--- src/shared/sgc_pkg.sv ---
// Package for the switch global control bank, registers 5 to 9.
// Assumes one 200 MHz clock and a plain byte-wide register port.
`default_nettype none
package sgc_pkg;
  // ---------------------------------------------------------------
  // Register offsets
  // ---------------------------------------------------------------
  localparam logic [7:0] OFS_VLAN_IGMP_PRIO = 8'h05;
  localparam logic [7:0] OFS_MII_VID_STORM  = 8'h06;
  localparam logic [7:0] OFS_STORM_LOW      = 8'h07;
  localparam logic [7:0] OFS_FACTORY_A      = 8'h08;
  localparam logic [7:0] OFS_FACTORY_B      = 8'h09;
  localparam logic [7:0] OFS_MCAST_CTRL     = 8'h04;

  // ---------------------------------------------------------------
  // Field positions
  // ---------------------------------------------------------------
  localparam int BIT_VLAN_EN    = 7;
  localparam int BIT_IGMP_SNOOP = 6;
  localparam int BIT_PRIO_HI    = 3;
  localparam int BIT_PRIO_LO    = 2;
  localparam int BIT_SNIFF_AND  = 0;
  localparam int BIT_HALF_DPX   = 6;
  localparam int BIT_FLOW_CTRL  = 5;
  localparam int BIT_TEN_MEG    = 4;
  localparam int BIT_NULL_VID   = 3;
  localparam int BIT_STORM_HI   = 2;
  localparam int BIT_MCAST_DIS  = 6;

  // ---------------------------------------------------------------
  // Reset values
  // ---------------------------------------------------------------
  localparam logic [7:0] RST_VLAN_IGMP_PRIO = 8'h00;
  localparam logic [7:0] RST_MII_VID_STORM  = 8'h00;
  localparam logic [7:0] RST_STORM_LOW      = 8'h63;
  localparam logic [7:0] RST_FACTORY_A      = 8'h4e;
  localparam logic [7:0] RST_FACTORY_B      = 8'h24;
  localparam logic [7:0] RST_MCAST_CTRL     = 8'h40;

  // ---------------------------------------------------------------
  // Storm interval timing
  // ---------------------------------------------------------------
  localparam int CLK_MHZ          = 200;
  localparam int STORM_MS_100M    = 67;
  localparam int STORM_MS_10M     = 500;
  localparam int STORM_CYC_100M   = STORM_MS_100M * CLK_MHZ * 1000;
  localparam int STORM_CYC_10M    = STORM_MS_10M * CLK_MHZ * 1000;

  // Scheduling ratio counts, high packets per low packet
  localparam logic [3:0] RATIO_10 = 4'ha;
  localparam logic [3:0] RATIO_5  = 4'h5;
  localparam logic [3:0] RATIO_2  = 4'h2;

  typedef enum logic [1:0]
  {
    SGC_PRIO_STRICT = 2'b00,
    SGC_PRIO_10_1   = 2'b01,
    SGC_PRIO_5_1    = 2'b10,
    SGC_PRIO_2_1    = 2'b11
  } sgc_prio_t;
endpackage : sgc_pkg
`default_nettype wire

--- src/shared/sgc_cfg_if.sv ---
// Configuration bundle from the register bank to the storm meter.
// Assumes both ends share mclk.
`timescale 1ns/1ps
`default_nettype none
interface sgc_cfg_if;
  logic        ten_megabit_select;
  logic [10:0] storm_rate;
  logic        interval_tick;
  modport bank  (output ten_megabit_select, output storm_rate,
                 input interval_tick);
  modport meter (input ten_megabit_select, input storm_rate,
                 output interval_tick);
endinterface : sgc_cfg_if
`default_nettype wire

--- src/design/sgc_storm_meter.sv ---
// Storm protection meter: interval timer and 64-byte block budget.
// Assumes the caller gives one pulse per 64-byte block of storm traffic.
`timescale 1ns/1ps
`default_nettype none
module sgc_storm_meter #(
  parameter int CYC_100M = sgc_pkg::STORM_CYC_100M,
  parameter int CYC_10M  = sgc_pkg::STORM_CYC_10M
) (
  input  wire logic mclk,
  input  wire logic rst,
  input  wire logic ce,
  sgc_cfg_if.meter  cfg,
  input  wire logic block_in,
  output logic      storm_drop
);
  logic [31:0] tmr_ff;
  logic [10:0] used_ff;
  logic [31:0] limit;
  logic        at_end;
  logic        over;

  // Interval length follows the port speed
  assign limit  = cfg.ten_megabit_select ? 32'(CYC_10M - 1)
                                         : 32'(CYC_100M - 1);
  assign at_end = (tmr_ff >= limit);
  assign over   = (used_ff >= cfg.storm_rate);
  assign cfg.interval_tick = ce & at_end;
  assign storm_drop = block_in & over;

  always_ff @(posedge mclk or posedge rst)
  begin
    if (rst)
    begin
      tmr_ff  <= 32'h0;
      used_ff <= 11'h0;
    end
    else if (ce)
    begin
      tmr_ff  <= at_end ? 32'h0 : tmr_ff + 32'h1;
      if (at_end)
        used_ff <= 11'h0;
      else if (block_in && !over)
        used_ff <= used_ff + 11'h1;
    end
  end
endmodule : sgc_storm_meter
`default_nettype wire

--- src/design/sgc_global_ctrl.sv ---
// Global control bank, registers 5 to 9, plus the multicast storm bit.
// Assumes a byte register port with one-cycle strobes and strap pins
// that are static around reset.
`timescale 1ns/1ps
`default_nettype none
// Functional notes
// - VLAN enable bit turns 802.1Q mode on
// - IGMP snoop sends IGMP to MII port
// - Two-bit field picks strict or ratio scheduling
// - Sniff select one: source and destination match
// - Sniff select zero: source or destination match
// - Duplex bit set means half duplex
// - Flow control bit enables pause on MII
// - Speed bit set means 10 Mbps
// - Duplex, flow, speed load from straps
// - Null VID replaced by port default VID
// - Eleven-bit storm rate in 64-byte blocks
// - Interval 500 ms at 10M, 67 ms 100M
// - Storm rate resets to 0x063
// - Broadcast always metered, multicast when enabled
module sgc_global_ctrl #(
  parameter int CYC_100M = sgc_pkg::STORM_CYC_100M,
  parameter int CYC_10M  = sgc_pkg::STORM_CYC_10M
) (
  input  wire logic        mclk,
  input  wire logic        rst,
  input  wire logic        ce,
  input  wire logic [7:0]  reg_addr,
  input  wire logic [7:0]  reg_wdata,
  input  wire logic        reg_wr,
  input  wire logic        reg_rd,
  output logic      [7:0]  reg_rdata,
  input  wire logic        duplex_strap_pin,
  input  wire logic        flow_control_strap_pin,
  input  wire logic        speed_strap_pin,
  input  wire logic [11:0] port_default_vid,
  input  wire logic [11:0] rx_vid,
  output logic      [11:0] rx_vid_out,
  input  wire logic        pkt_is_igmp,
  output logic             igmp_to_mii,
  input  wire logic        src_sniff_match,
  input  wire logic        dst_sniff_match,
  output logic             sniff_mirror,
  input  wire logic        hi_pending,
  input  wire logic        lo_pending,
  input  wire logic        pkt_sent,
  output logic             sched_pick_hi,
  input  wire logic        storm_block,
  input  wire logic        da_all_ones,
  input  wire logic        da_group_bit,
  output logic             storm_drop,
  output logic             storm_interval_tick,
  output logic             vlan_mode,
  output logic             mii_half_duplex,
  output logic             mii_flow_ctrl,
  output logic             mii_ten_meg
);
  // ---------------------------------------------------------------
  // Storage
  // ---------------------------------------------------------------
  logic [7:0] ctl3_ff;
  logic [7:0] ctl4_ff;
  logic [7:0] ctl5_ff;
  logic [7:0] fta_ff;
  logic [7:0] ftb_ff;
  logic [7:0] mcast_ff;
  logic [7:0] rdata_ff;
  logic [2:0] dup_sync_ff;
  logic [2:0] flow_sync_ff;
  logic [2:0] spd_sync_ff;
  logic [1:0] strap_wait_ff;
  logic       strap_done_ff;
  logic [3:0] hi_cnt_ff;
  logic [3:0] nxt_hi_cnt;

  // ---------------------------------------------------------------
  // Address decode
  // ---------------------------------------------------------------
  wire hit3 = (reg_addr == sgc_pkg::OFS_VLAN_IGMP_PRIO);
  wire hit4 = (reg_addr == sgc_pkg::OFS_MII_VID_STORM);
  wire hit5 = (reg_addr == sgc_pkg::OFS_STORM_LOW);
  wire hit6 = (reg_addr == sgc_pkg::OFS_FACTORY_A);
  wire hit7 = (reg_addr == sgc_pkg::OFS_FACTORY_B);
  wire hitm = (reg_addr == sgc_pkg::OFS_MCAST_CTRL);
  logic [7:0] rd_mux;

  always_comb
  begin
    if (hit3)
      rd_mux = ctl3_ff;
    else if (hit4)
      rd_mux = ctl4_ff;
    else if (hit5)
      rd_mux = ctl5_ff;
    else if (hit6)
      rd_mux = fta_ff;
    else if (hit7)
      rd_mux = ftb_ff;
    else if (hitm)
      rd_mux = mcast_ff;
    else
      rd_mux = 8'h00;
  end

  // ---------------------------------------------------------------
  // Strap capture
  // ---------------------------------------------------------------
  // Straps pass three flops; loaded once the last two agree after reset
  wire dup_ok  = (dup_sync_ff[2] == dup_sync_ff[1]);
  wire flow_ok = (flow_sync_ff[2] == flow_sync_ff[1]);
  wire spd_ok  = (spd_sync_ff[2] == spd_sync_ff[1]);
  wire strap_load = ce & ~strap_done_ff & (strap_wait_ff == 2'h3)
                    & dup_ok & flow_ok & spd_ok;

  always_ff @(posedge mclk or posedge rst)
  begin
    if (rst)
    begin
      dup_sync_ff   <= 3'h0;
      flow_sync_ff  <= 3'h0;
      spd_sync_ff   <= 3'h0;
      strap_wait_ff <= 2'h0;
      strap_done_ff <= 1'b0;
    end
    else if (ce)
    begin
      dup_sync_ff  <= {dup_sync_ff[1:0], duplex_strap_pin};
      flow_sync_ff <= {flow_sync_ff[1:0], flow_control_strap_pin};
      spd_sync_ff  <= {spd_sync_ff[1:0], speed_strap_pin};
      if (strap_wait_ff != 2'h3)
        strap_wait_ff <= strap_wait_ff + 2'h1;
      if (strap_load)
        strap_done_ff <= 1'b1;
    end
  end

  // ---------------------------------------------------------------
  // Register writes
  // ---------------------------------------------------------------
  // Strap load wins over a same-cycle write on the duplex, flow and speed bits only; software retries
  logic [7:0] nxt_ctl4;
  always_comb
  begin
    nxt_ctl4 = ctl4_ff;
    if (reg_wr && hit4)
      nxt_ctl4 = reg_wdata;
    if (strap_load)
    begin
      nxt_ctl4[sgc_pkg::BIT_HALF_DPX]  = dup_sync_ff[2];
      nxt_ctl4[sgc_pkg::BIT_FLOW_CTRL] = flow_sync_ff[2];
      nxt_ctl4[sgc_pkg::BIT_TEN_MEG]   = spd_sync_ff[2];
    end
  end

  always_ff @(posedge mclk or posedge rst)
  begin
    if (rst)
    begin
      ctl3_ff  <= sgc_pkg::RST_VLAN_IGMP_PRIO;
      ctl4_ff  <= sgc_pkg::RST_MII_VID_STORM;
      ctl5_ff  <= sgc_pkg::RST_STORM_LOW;
      fta_ff   <= sgc_pkg::RST_FACTORY_A;
      ftb_ff   <= sgc_pkg::RST_FACTORY_B;
      mcast_ff <= sgc_pkg::RST_MCAST_CTRL;
    end
    else if (ce)
    begin
      if (reg_wr && hit3)
        ctl3_ff <= reg_wdata;
      ctl4_ff <= nxt_ctl4;
      if (reg_wr && hit5)
        ctl5_ff <= reg_wdata;
      if (reg_wr && hit6)
        fta_ff <= reg_wdata;
      if (reg_wr && hit7)
        ftb_ff <= reg_wdata;
      if (reg_wr && hitm)
        mcast_ff <= reg_wdata;
    end
  end

  // Read data stands only in the cycle after the strobe
  always_ff @(posedge mclk or posedge rst)
  begin
    if (rst)
      rdata_ff <= 8'h00;
    else if (ce)
      rdata_ff <= reg_rd ? rd_mux : 8'h00;
  end
  assign reg_rdata = rdata_ff;

  // ---------------------------------------------------------------
  // Control decode
  // ---------------------------------------------------------------
  assign vlan_mode   = ctl3_ff[sgc_pkg::BIT_VLAN_EN];
  assign igmp_to_mii = pkt_is_igmp
                       & ctl3_ff[sgc_pkg::BIT_IGMP_SNOOP];
  assign sniff_mirror = ctl3_ff[sgc_pkg::BIT_SNIFF_AND]
                        ? (src_sniff_match & dst_sniff_match)
                        : (src_sniff_match | dst_sniff_match);
  assign mii_half_duplex = ctl4_ff[sgc_pkg::BIT_HALF_DPX];
  assign mii_flow_ctrl   = ctl4_ff[sgc_pkg::BIT_FLOW_CTRL];
  assign mii_ten_meg     = ctl4_ff[sgc_pkg::BIT_TEN_MEG];
  assign rx_vid_out = (ctl4_ff[sgc_pkg::BIT_NULL_VID] && rx_vid == 12'h000)
                      ? port_default_vid : rx_vid;

  // ---------------------------------------------------------------
  // Priority scheduler
  // ---------------------------------------------------------------
  sgc_pkg::sgc_prio_t prio_mode;
  logic [3:0]         ratio;
  assign prio_mode = sgc_pkg::sgc_prio_t'(
    ctl3_ff[sgc_pkg::BIT_PRIO_HI:sgc_pkg::BIT_PRIO_LO]);

  always_comb
  begin
    case (prio_mode)
      sgc_pkg::SGC_PRIO_10_1: ratio = sgc_pkg::RATIO_10;
      sgc_pkg::SGC_PRIO_5_1:  ratio = sgc_pkg::RATIO_5;
      sgc_pkg::SGC_PRIO_2_1:  ratio = sgc_pkg::RATIO_2;
      default:                ratio = 4'h0;
    endcase
  end

  // Low gets a turn after ratio high sends, or when high is idle
  wire strict   = (prio_mode == sgc_pkg::SGC_PRIO_STRICT);
  wire lo_turn  = ~strict & lo_pending & (hi_cnt_ff >= ratio);
  assign sched_pick_hi = hi_pending & ~lo_turn;

  always_comb
  begin
    nxt_hi_cnt = hi_cnt_ff;
    if (pkt_sent)
      nxt_hi_cnt = sched_pick_hi ? hi_cnt_ff + 4'h1 : 4'h0;
    if (strict || nxt_hi_cnt > sgc_pkg::RATIO_10)
      nxt_hi_cnt = sgc_pkg::RATIO_10;
  end

  always_ff @(posedge mclk or posedge rst)
  begin
    if (rst)
      hi_cnt_ff <= 4'h0;
    else if (ce)
      hi_cnt_ff <= nxt_hi_cnt;
  end

  // ---------------------------------------------------------------
  // Storm protection
  // ---------------------------------------------------------------
  sgc_cfg_if cfg ();
  logic storm_class;
  logic meter_drop;

  assign cfg.ten_megabit_select = mii_ten_meg;
  assign cfg.storm_rate = {ctl4_ff[sgc_pkg::BIT_STORM_HI:0], ctl5_ff};
  assign storm_class = da_all_ones
                       | (da_group_bit
                          & ~mcast_ff[sgc_pkg::BIT_MCAST_DIS]);

  sgc_storm_meter #(
    .CYC_100M (CYC_100M),
    .CYC_10M  (CYC_10M)
  ) u_meter (
    .mclk       (mclk),
    .rst        (rst),
    .ce         (ce),
    .cfg        (cfg),
    .block_in   (storm_block & storm_class),
    .storm_drop (meter_drop)
  );
  assign storm_drop          = meter_drop;
  assign storm_interval_tick = cfg.interval_tick;
endmodule : sgc_global_ctrl
`default_nettype wire

--- config.mk ---
export PLATFORM = sky130hd
export DESIGN_NAME = sgc_global_ctrl
export DESIGN_NICKNAME = d
export VERILOG_FILES = /design/src/shared/sgc_pkg.sv /design/src/shared/sgc_cfg_if.sv /design/src/design/sgc_storm_meter.sv /design/src/design/sgc_global_ctrl.sv
export SDC_FILE = /design/constraint.sdc
export NUM_CORES = 1
export LEC_CHECK = 0
export ABC_AREA = 0
export BUFFER_PORTS_ARGS = -buffer_cell sky130_fd_sc_hd__buf_2
export CAP_MARGIN = 15
export CORE_UTILIZATION = 45
export DETAILED_ROUTE_END_ITERATION = 10
export GPL_TIMING_DRIVEN = 0
export PLACE_DENSITY = 0.72
export SLEW_MARGIN = 10
export SYNTH_ARGS = -nofsm -noshare
export SYNTH_HDL_FRONTEND = slang
export SYNTH_HIERARCHICAL = 1
export SYNTH_SLANG_ARGS = --single-unit
--- constraint.sdc ---
create_clock -name mclk -period 5.7 [get_ports mclk]
set_input_delay 0.285 -clock mclk [delete_from_list [all_inputs] [get_ports mclk]]
set_output_delay 0.285 -clock mclk [all_outputs]
set_load 0.1 [all_outputs]
# --- Yosys cells after proc, flatten, opt, wreduce, memory -nomap -nowiden ---
# Cells that the tools add are included.
totals:
  ff_bits: 115
  in_bits: 57
  output_inout_bits: 29
op_classes:
  n_bitwise: 20
  mux: 19
  n_reduce_logical: 24
  order_cmp: 4
  n_eq_ne: 14
  addsub: 4
op_table:
  columns: ["operator", "count"]
  rows:
  - ["8-bit two-way mux", 7]
  - ["32-bit by 1-bit adder with 32-bit output (second input constant)", 1]
  - ["8-bit by 3-bit equality test with 1-bit output (second input constant)", 4]
  - ["32-bit greater-or-equal comparator", 1]
  - ["32-bit two-way mux", 1]
  - ["27-bit two-way mux", 1]
  - ["11-bit two-way mux", 2]
  - ["2-bit AND reduction", 10]
  - ["8-bit by 4-bit equality test with 1-bit output (second input constant)", 2]
  - ["1-bit bitwise AND", 14]
  - ["12-bit zero test", 1]
  - ["12-bit two-way mux", 1]
  - ["4-bit two-way mux", 3]
  - ["4-bit one-hot mux with 3 select lines", 1]
  - ["11-bit by 1-bit adder with 11-bit output (second input constant)", 1]
  - ["11-bit greater-or-equal comparator", 1]
  - ["1-bit logical AND", 8]
  - ["7-bit two-way mux", 1]
  - ["2-bit equality test (second input constant)", 3]
  - ["4-bit by 1-bit adder with 4-bit output (second input constant)", 1]
  - ["4-bit greater-or-equal comparator", 1]
  - ["4-bit > comparator (second input constant)", 1]
  - ["1-bit NOT", 4]
  - ["2-bit nonzero test", 2]
  - ["10 further kinds", 13]

# --- Logic depth before layout (Yosys ltp) ---
logic_depth:
  depth_word: 11
  mapped_depth: 9
  mapped_depth_nobuf: 9

# --- By module ---
# The synthesis kept the hierarchy.
by_module_without_submodules:
  columns: ["module", "cells_each", "instances", "seq_area_each_um2", "area_each_um2"]
  rows:
  - ["sgc_global_ctrl", 313, 1, 1815.5, 3677.3]
  - ["sgc_storm_meter", 315, 1, 1076.0, 2803.9]

# --- Worst setup path before layout ---
# Ideal clock, no wire load.
synth_timing:
  path_kind: "reg-to-output"
  startpoint: "reg ctl4_ff[4]"
  endpoint: "out storm_interval_tick"
  t_arrival_ns: 3.196
  n_path_buf: 1
  required_ns: 5.415
  path_slack_ns: 2.219
  stages_incl_launch_ff: 9
  path_cell_list: "dfrtp_1 > inv_1 > ha_1 > nand4_1 > nor4_1 > a211o_1 > a211oi_2 > nor2_1 > buf_2"
synth_via:
  elab_chain_len: 3
synth_lines:
  columns: ["item", "line", "text"]
  rows:
  - ["start, declared", "sgc_global_ctrl.sv:62", "logic [7:0] ctl4_ff;"]
  - ["start signal, assigned", "sgc_global_ctrl.sv:160", "ctl4_ff <= sgc_pkg::RST_MII_VID_STORM;"]
  - ["start signal, assigned", "sgc_global_ctrl.sv:170", "ctl4_ff <= nxt_ctl4;"]
  - ["27-bit two-way mux", "sgc_storm_meter.sv:23", "assign limit = cfg.ten_megabit_select ? 32'(CYC_10M - 1)"]
  - ["32-bit greater-or-equal comparator", "sgc_storm_meter.sv:25", "assign at_end = (tmr_ff >= limit);"]
  - ["1-bit bitwise AND", "sgc_storm_meter.sv:27", "assign cfg.interval_tick = ce & at_end;"]
  - ["end, declared", "sgc_global_ctrl.sv:52", "output logic storm_interval_tick,"]
# No other way between the ends.

# --- Final worst setup path ---
# Ends and elaborated chain as after synthesis.

==> impl_metrics.csv <==
group,metric,value,unit
synthesis,ys.flop_type,"dfrtp_1",
routing,antenna_left,0,
floorplan,dieHeight,122,um
routing,wl_met1,7050,um
placed_design,placed_cells,893,
placed_design,port_buffers,83,
synthesis,async_reset_ff_frac,1.00,
clock_tree,cts_made_buffers,17,
cells_and_area,fin_nets,821,
synthesis,synth_warnings,6,
cells_and_area,final_cell_count_no_fill,926,
pwr,vdd.ir_drop.worst,0.223,mV
routing,vias,5379,
synthesis,synthMuxAreaShare,0.106,
pwr,p_sw,0.695,mW
setup_path,cpMostUsedCell,"buf_2",
timing,hold_ws,0.104,ns
setup_path,critPathKind,"reg -> out",
routing,dr_wl_met3,749,um
synthesis,synth_top_family_by_area,"compound AO/OA/AOI/OAI gates",
cells_and_area,drive_gt1_frac,0.275,
worst_hold_path,worstHoldPathCells,2,
routing,wl_met2,7630,um
floorplan,dieArea,14900,um^2
cells_and_area,layout_common_cells,"dfrtp_1 (104), buf_2 (92), mux2_2 (55), nor2_1 (52), o21ai_0 (35)",
synthesis,syn_area_per_cell,10.3,um^2
floorplan,core,14000,um^2
floorplan,fp.dieW,122,um
setup_path,crit_chain,"inv_1 -> ha_1 -> nand4_1 -> nor4_1 -> a211o_1 -> a211oi_2 -> nor2_1 -> buf_2 -> buf_2",
synthesis,syn_nets,716,
routing,wirelength,15700,um
clock_tree,cts.sinks,115,
cells_and_area,utilization,0.557,
clock_tree,cts_buffer_depth,2,
cells_and_area,fillers,1224,
timing,max_freq,254,MHz
routing,first_pass_iters,5,
global_route,grt_pass1_wl,25700,um
setup_path,required,5.41,ns
setup_path,reg2reg_depth,9,
synthesis,syn_inst,628,
global_route,track_usage,0.222,
global_route,antenna_found_initial,0,
timing,slew_viol_final,0,
clock_tree,tritoncts,"yes",
timing,fin_setup_tns,0,ns
timing,fin_crit,3.93,ns
setup_path,critPathMaxFanout,10,
synthesis,yosys.area_share.simple,0.148,
routing,dr.max_layer_used,"met4",
synthesis,ys_ff_latch,115,
setup_path,worstSetupEndpointType,"primary output",
synthesis,seq_area_frac_synth,0.446,
pwr,p_leak,3.70,nW
pwr,p_int,1.69,mW
placed_design,globalplace.congestion,0.845,
clock_tree,cts.clk_slew.worst_paths,0.06,ns
worst_hold_path,hp-class,"in -> reg",
floorplan,row_count,43,
clock_tree,clock_latency,0.42,ns
clock_tree,ctsResizeCount,0,
setup_path,critPathSlowestCell,"dfrtp_1",
cells_and_area,mostFrequentLayoutCell,"dfrtp_1",
global_route,gr-total-overflow,0,
synthesis,synth-compound-area-share,0.173,
synthesis,synth_edf_count,0,
timing,worst_slew_margin_rel,0.522,
routing,via_per_inst,5.81,
pwr,swShare,0.292,
pwr,p_seq_frac,0.393,
synthesis,synthesis.area,6480,um^2
timing,tightest_slew,0.714,ns
timing,min_period_over_period,0.689,
outcome,status,"completed",
cells_and_area,diodes,0,
cells_and_area,area_delta_synth_final,20.2,%
placed_design,place_hpwl,11300,um
routing,drtIter0Drc,341,
setup_path,cp.arrival,3.64,ns
flow_run,drv_cap,0,
pwr,pwr-share-clk,0.457,
clock_tree,cts-root-buf,"clkbuf_16",
timing,rsz0062_at_grt,"false",
pwr,p_comb_frac,0.149,
setup_path,startpoint_type,"register",
clock_tree,htree_levels,4,
synthesis,synth_xor_area_frac,0.0324,
floorplan,pin_count,86,
synthesis,yosys.area_share.adder,0.0598,
routing,route.detailed.drc,0,
timing,hold_violations,0,
synthesis,synth.distinct_cells,66,
pwr,power_density,306,nW/um^2
setup_path,slowest_delay,0.58,ns
floorplan,start_util,0.463,
routing,routedWlPerCell,16.9,um
global_route,grt_max_degree,61,
timing,setup_viol_count_final,0,
timing,finClkSkew,0.00950,ns
global_route,grt_pass1_vias,5330,
==> power groups by stage <==
stage	Combinational, mW	Clock (mW)	Sequential (mW)
after floorplan	0.214	0	0.984
after global placement	0.336	0	0.946
after detailed placement	0.355	0	0.949
after CTS	0.358	1.10	0.937
after global routing	0.390	1.14	0.947
final	0.356	1.09	0.937
==> through the flow <==
| step | area (um^2) | total power [mW] | setup slack, ns |
|---|---|---|---|
| finish | 7790 | 2.38 | 1.77 |
| global route | 7790 | 2.48 | 1.45 |
| CTS | 7790 | 2.40 | 1.69 |
| detailed placement | 7170 | 1.30 | 2.14 |
| global placement | 7120 | 1.28 | 2.25 |
| floorplan | 6480 | 1.20 | 2.22 |
==> cell type report <==
cell class              count  area (um^2)  share of cell area
flip-flops and latches    115         2890               0.371
plain buffers              23          101              0.0130
repair buffers             86          473              0.0607
well taps                 180          225              0.0289
clock buffers              18          429              0.0551
multi-input cells         458         3370               0.432
clock inverters            14          180              0.0231
inverters                  32          123              0.0157
==> routing by layer <==
metal,vias to the layer above,global-route usage
li1,2525,-
met5,-,0
met1,2679,0.289
met4,0,0.0818
met3,24,0.0445
met2,151,0.362
==> kinds of logic (layout without fill, tap and decap cells) <==
group                      after synthesis  in the layout
AOI/OAI and AO/OA                      162            162
buffers and inverters                   55            173
adders and majority gates               31             31
and+or+nand+nor                        179            179
DFF                                    115            115
xor gates and xnor gates                24             24
muxes                                   62             62
==> worst max-delay path: cells and delay by family (launching register included) <==
family	cells	cell delay, ns
adders and majority gates	1	0.37
DFF	1	0.58
buffers and inverters	3	1.04
AOI/OAI and AO/OA	2	0.36
and+or+nand+nor	3	0.87
==> cell usage after synthesis, types with 3 or more instances <==
cell type / instances / area share
nor4_1: 6 / 0.0058
a21o_1: 15 / 0.017
nand2_1: 27 / 0.016
and3_1: 11 / 0.011
nor2_1: 52 / 0.030
mux2i_1: 7 / 0.011
clkbuf_1: 11 / 0.0064
or4_1: 3 / 0.0035
o2bb2ai_1: 18 / 0.024
o21a_1: 3 / 0.0035
buf_2: 9 / 0.0069
and2_1: 5 / 0.0048
nor2b_1: 8 / 0.0077
a21oi_1: 27 / 0.021
a31oi_1: 7 / 0.0068
xor2_1: 13 / 0.018
o21ai_0: 35 / 0.027
o211a_1: 3 / 0.0046
ha_1: 31 / 0.060
dfstp_2: 11 / 0.045
inv_1: 32 / 0.019
a211oi_1: 3 / 0.0035
nor3_1: 9 / 0.0069
o211ai_1: 11 / 0.013
mux2_2: 55 / 0.096
xnor2_1: 11 / 0.015
o22ai_1: 4 / 0.0039
a22oi_1: 8 / 0.0093
and4_1: 4 / 0.0054
dfrtp_1: 104 / 0.40
nand3_1: 27 / 0.021
a22o_1: 7 / 0.0095
nand4_1: 8 / 0.0077
==> sequential cells by signal (all words and copies together), names as in the netlist, 2 cells and up <==
name / cells
ctl3_ff: 8
ctl4_ff: 8
ctl5_ff: 8
dup_sync_ff: 3
flow_sync_ff: 3
fta_ff: 8
ftb_ff: 8
hi_cnt_ff: 4
mcast_ff: 8
reg_rdata: 8
spd_sync_ff: 3
strap_wait_ff: 2
u_meter/tmr_ff: 32
u_meter/used_ff: 11
==> final timing paths <==
path                                        from                  end  slack [ns]
worst max-delay path                  ctl4_ff[4]  storm_interval_tick        1.77
worst min-delay path            duplex_strap_pin       dup_sync_ff[0]        0.10
worst max register to register        ctl4_ff[4]   u_meter/tmr_ff[17]        2.60
worst min register to register     strap_done_ff        strap_done_ff        0.47
max in group asynchronous                    rst           ctl5_ff[1]        4.77
min in group asynchronous                    rst     strap_wait_ff[1]        0.35
==> timing repair <==
action / in CTS / in global routing
buffers inserted: 0 / 0
hold buffers: 1 / 0
hold endpoints to repair: 29 / 0
Note: power is estimated with default switching activity, not from simulation.
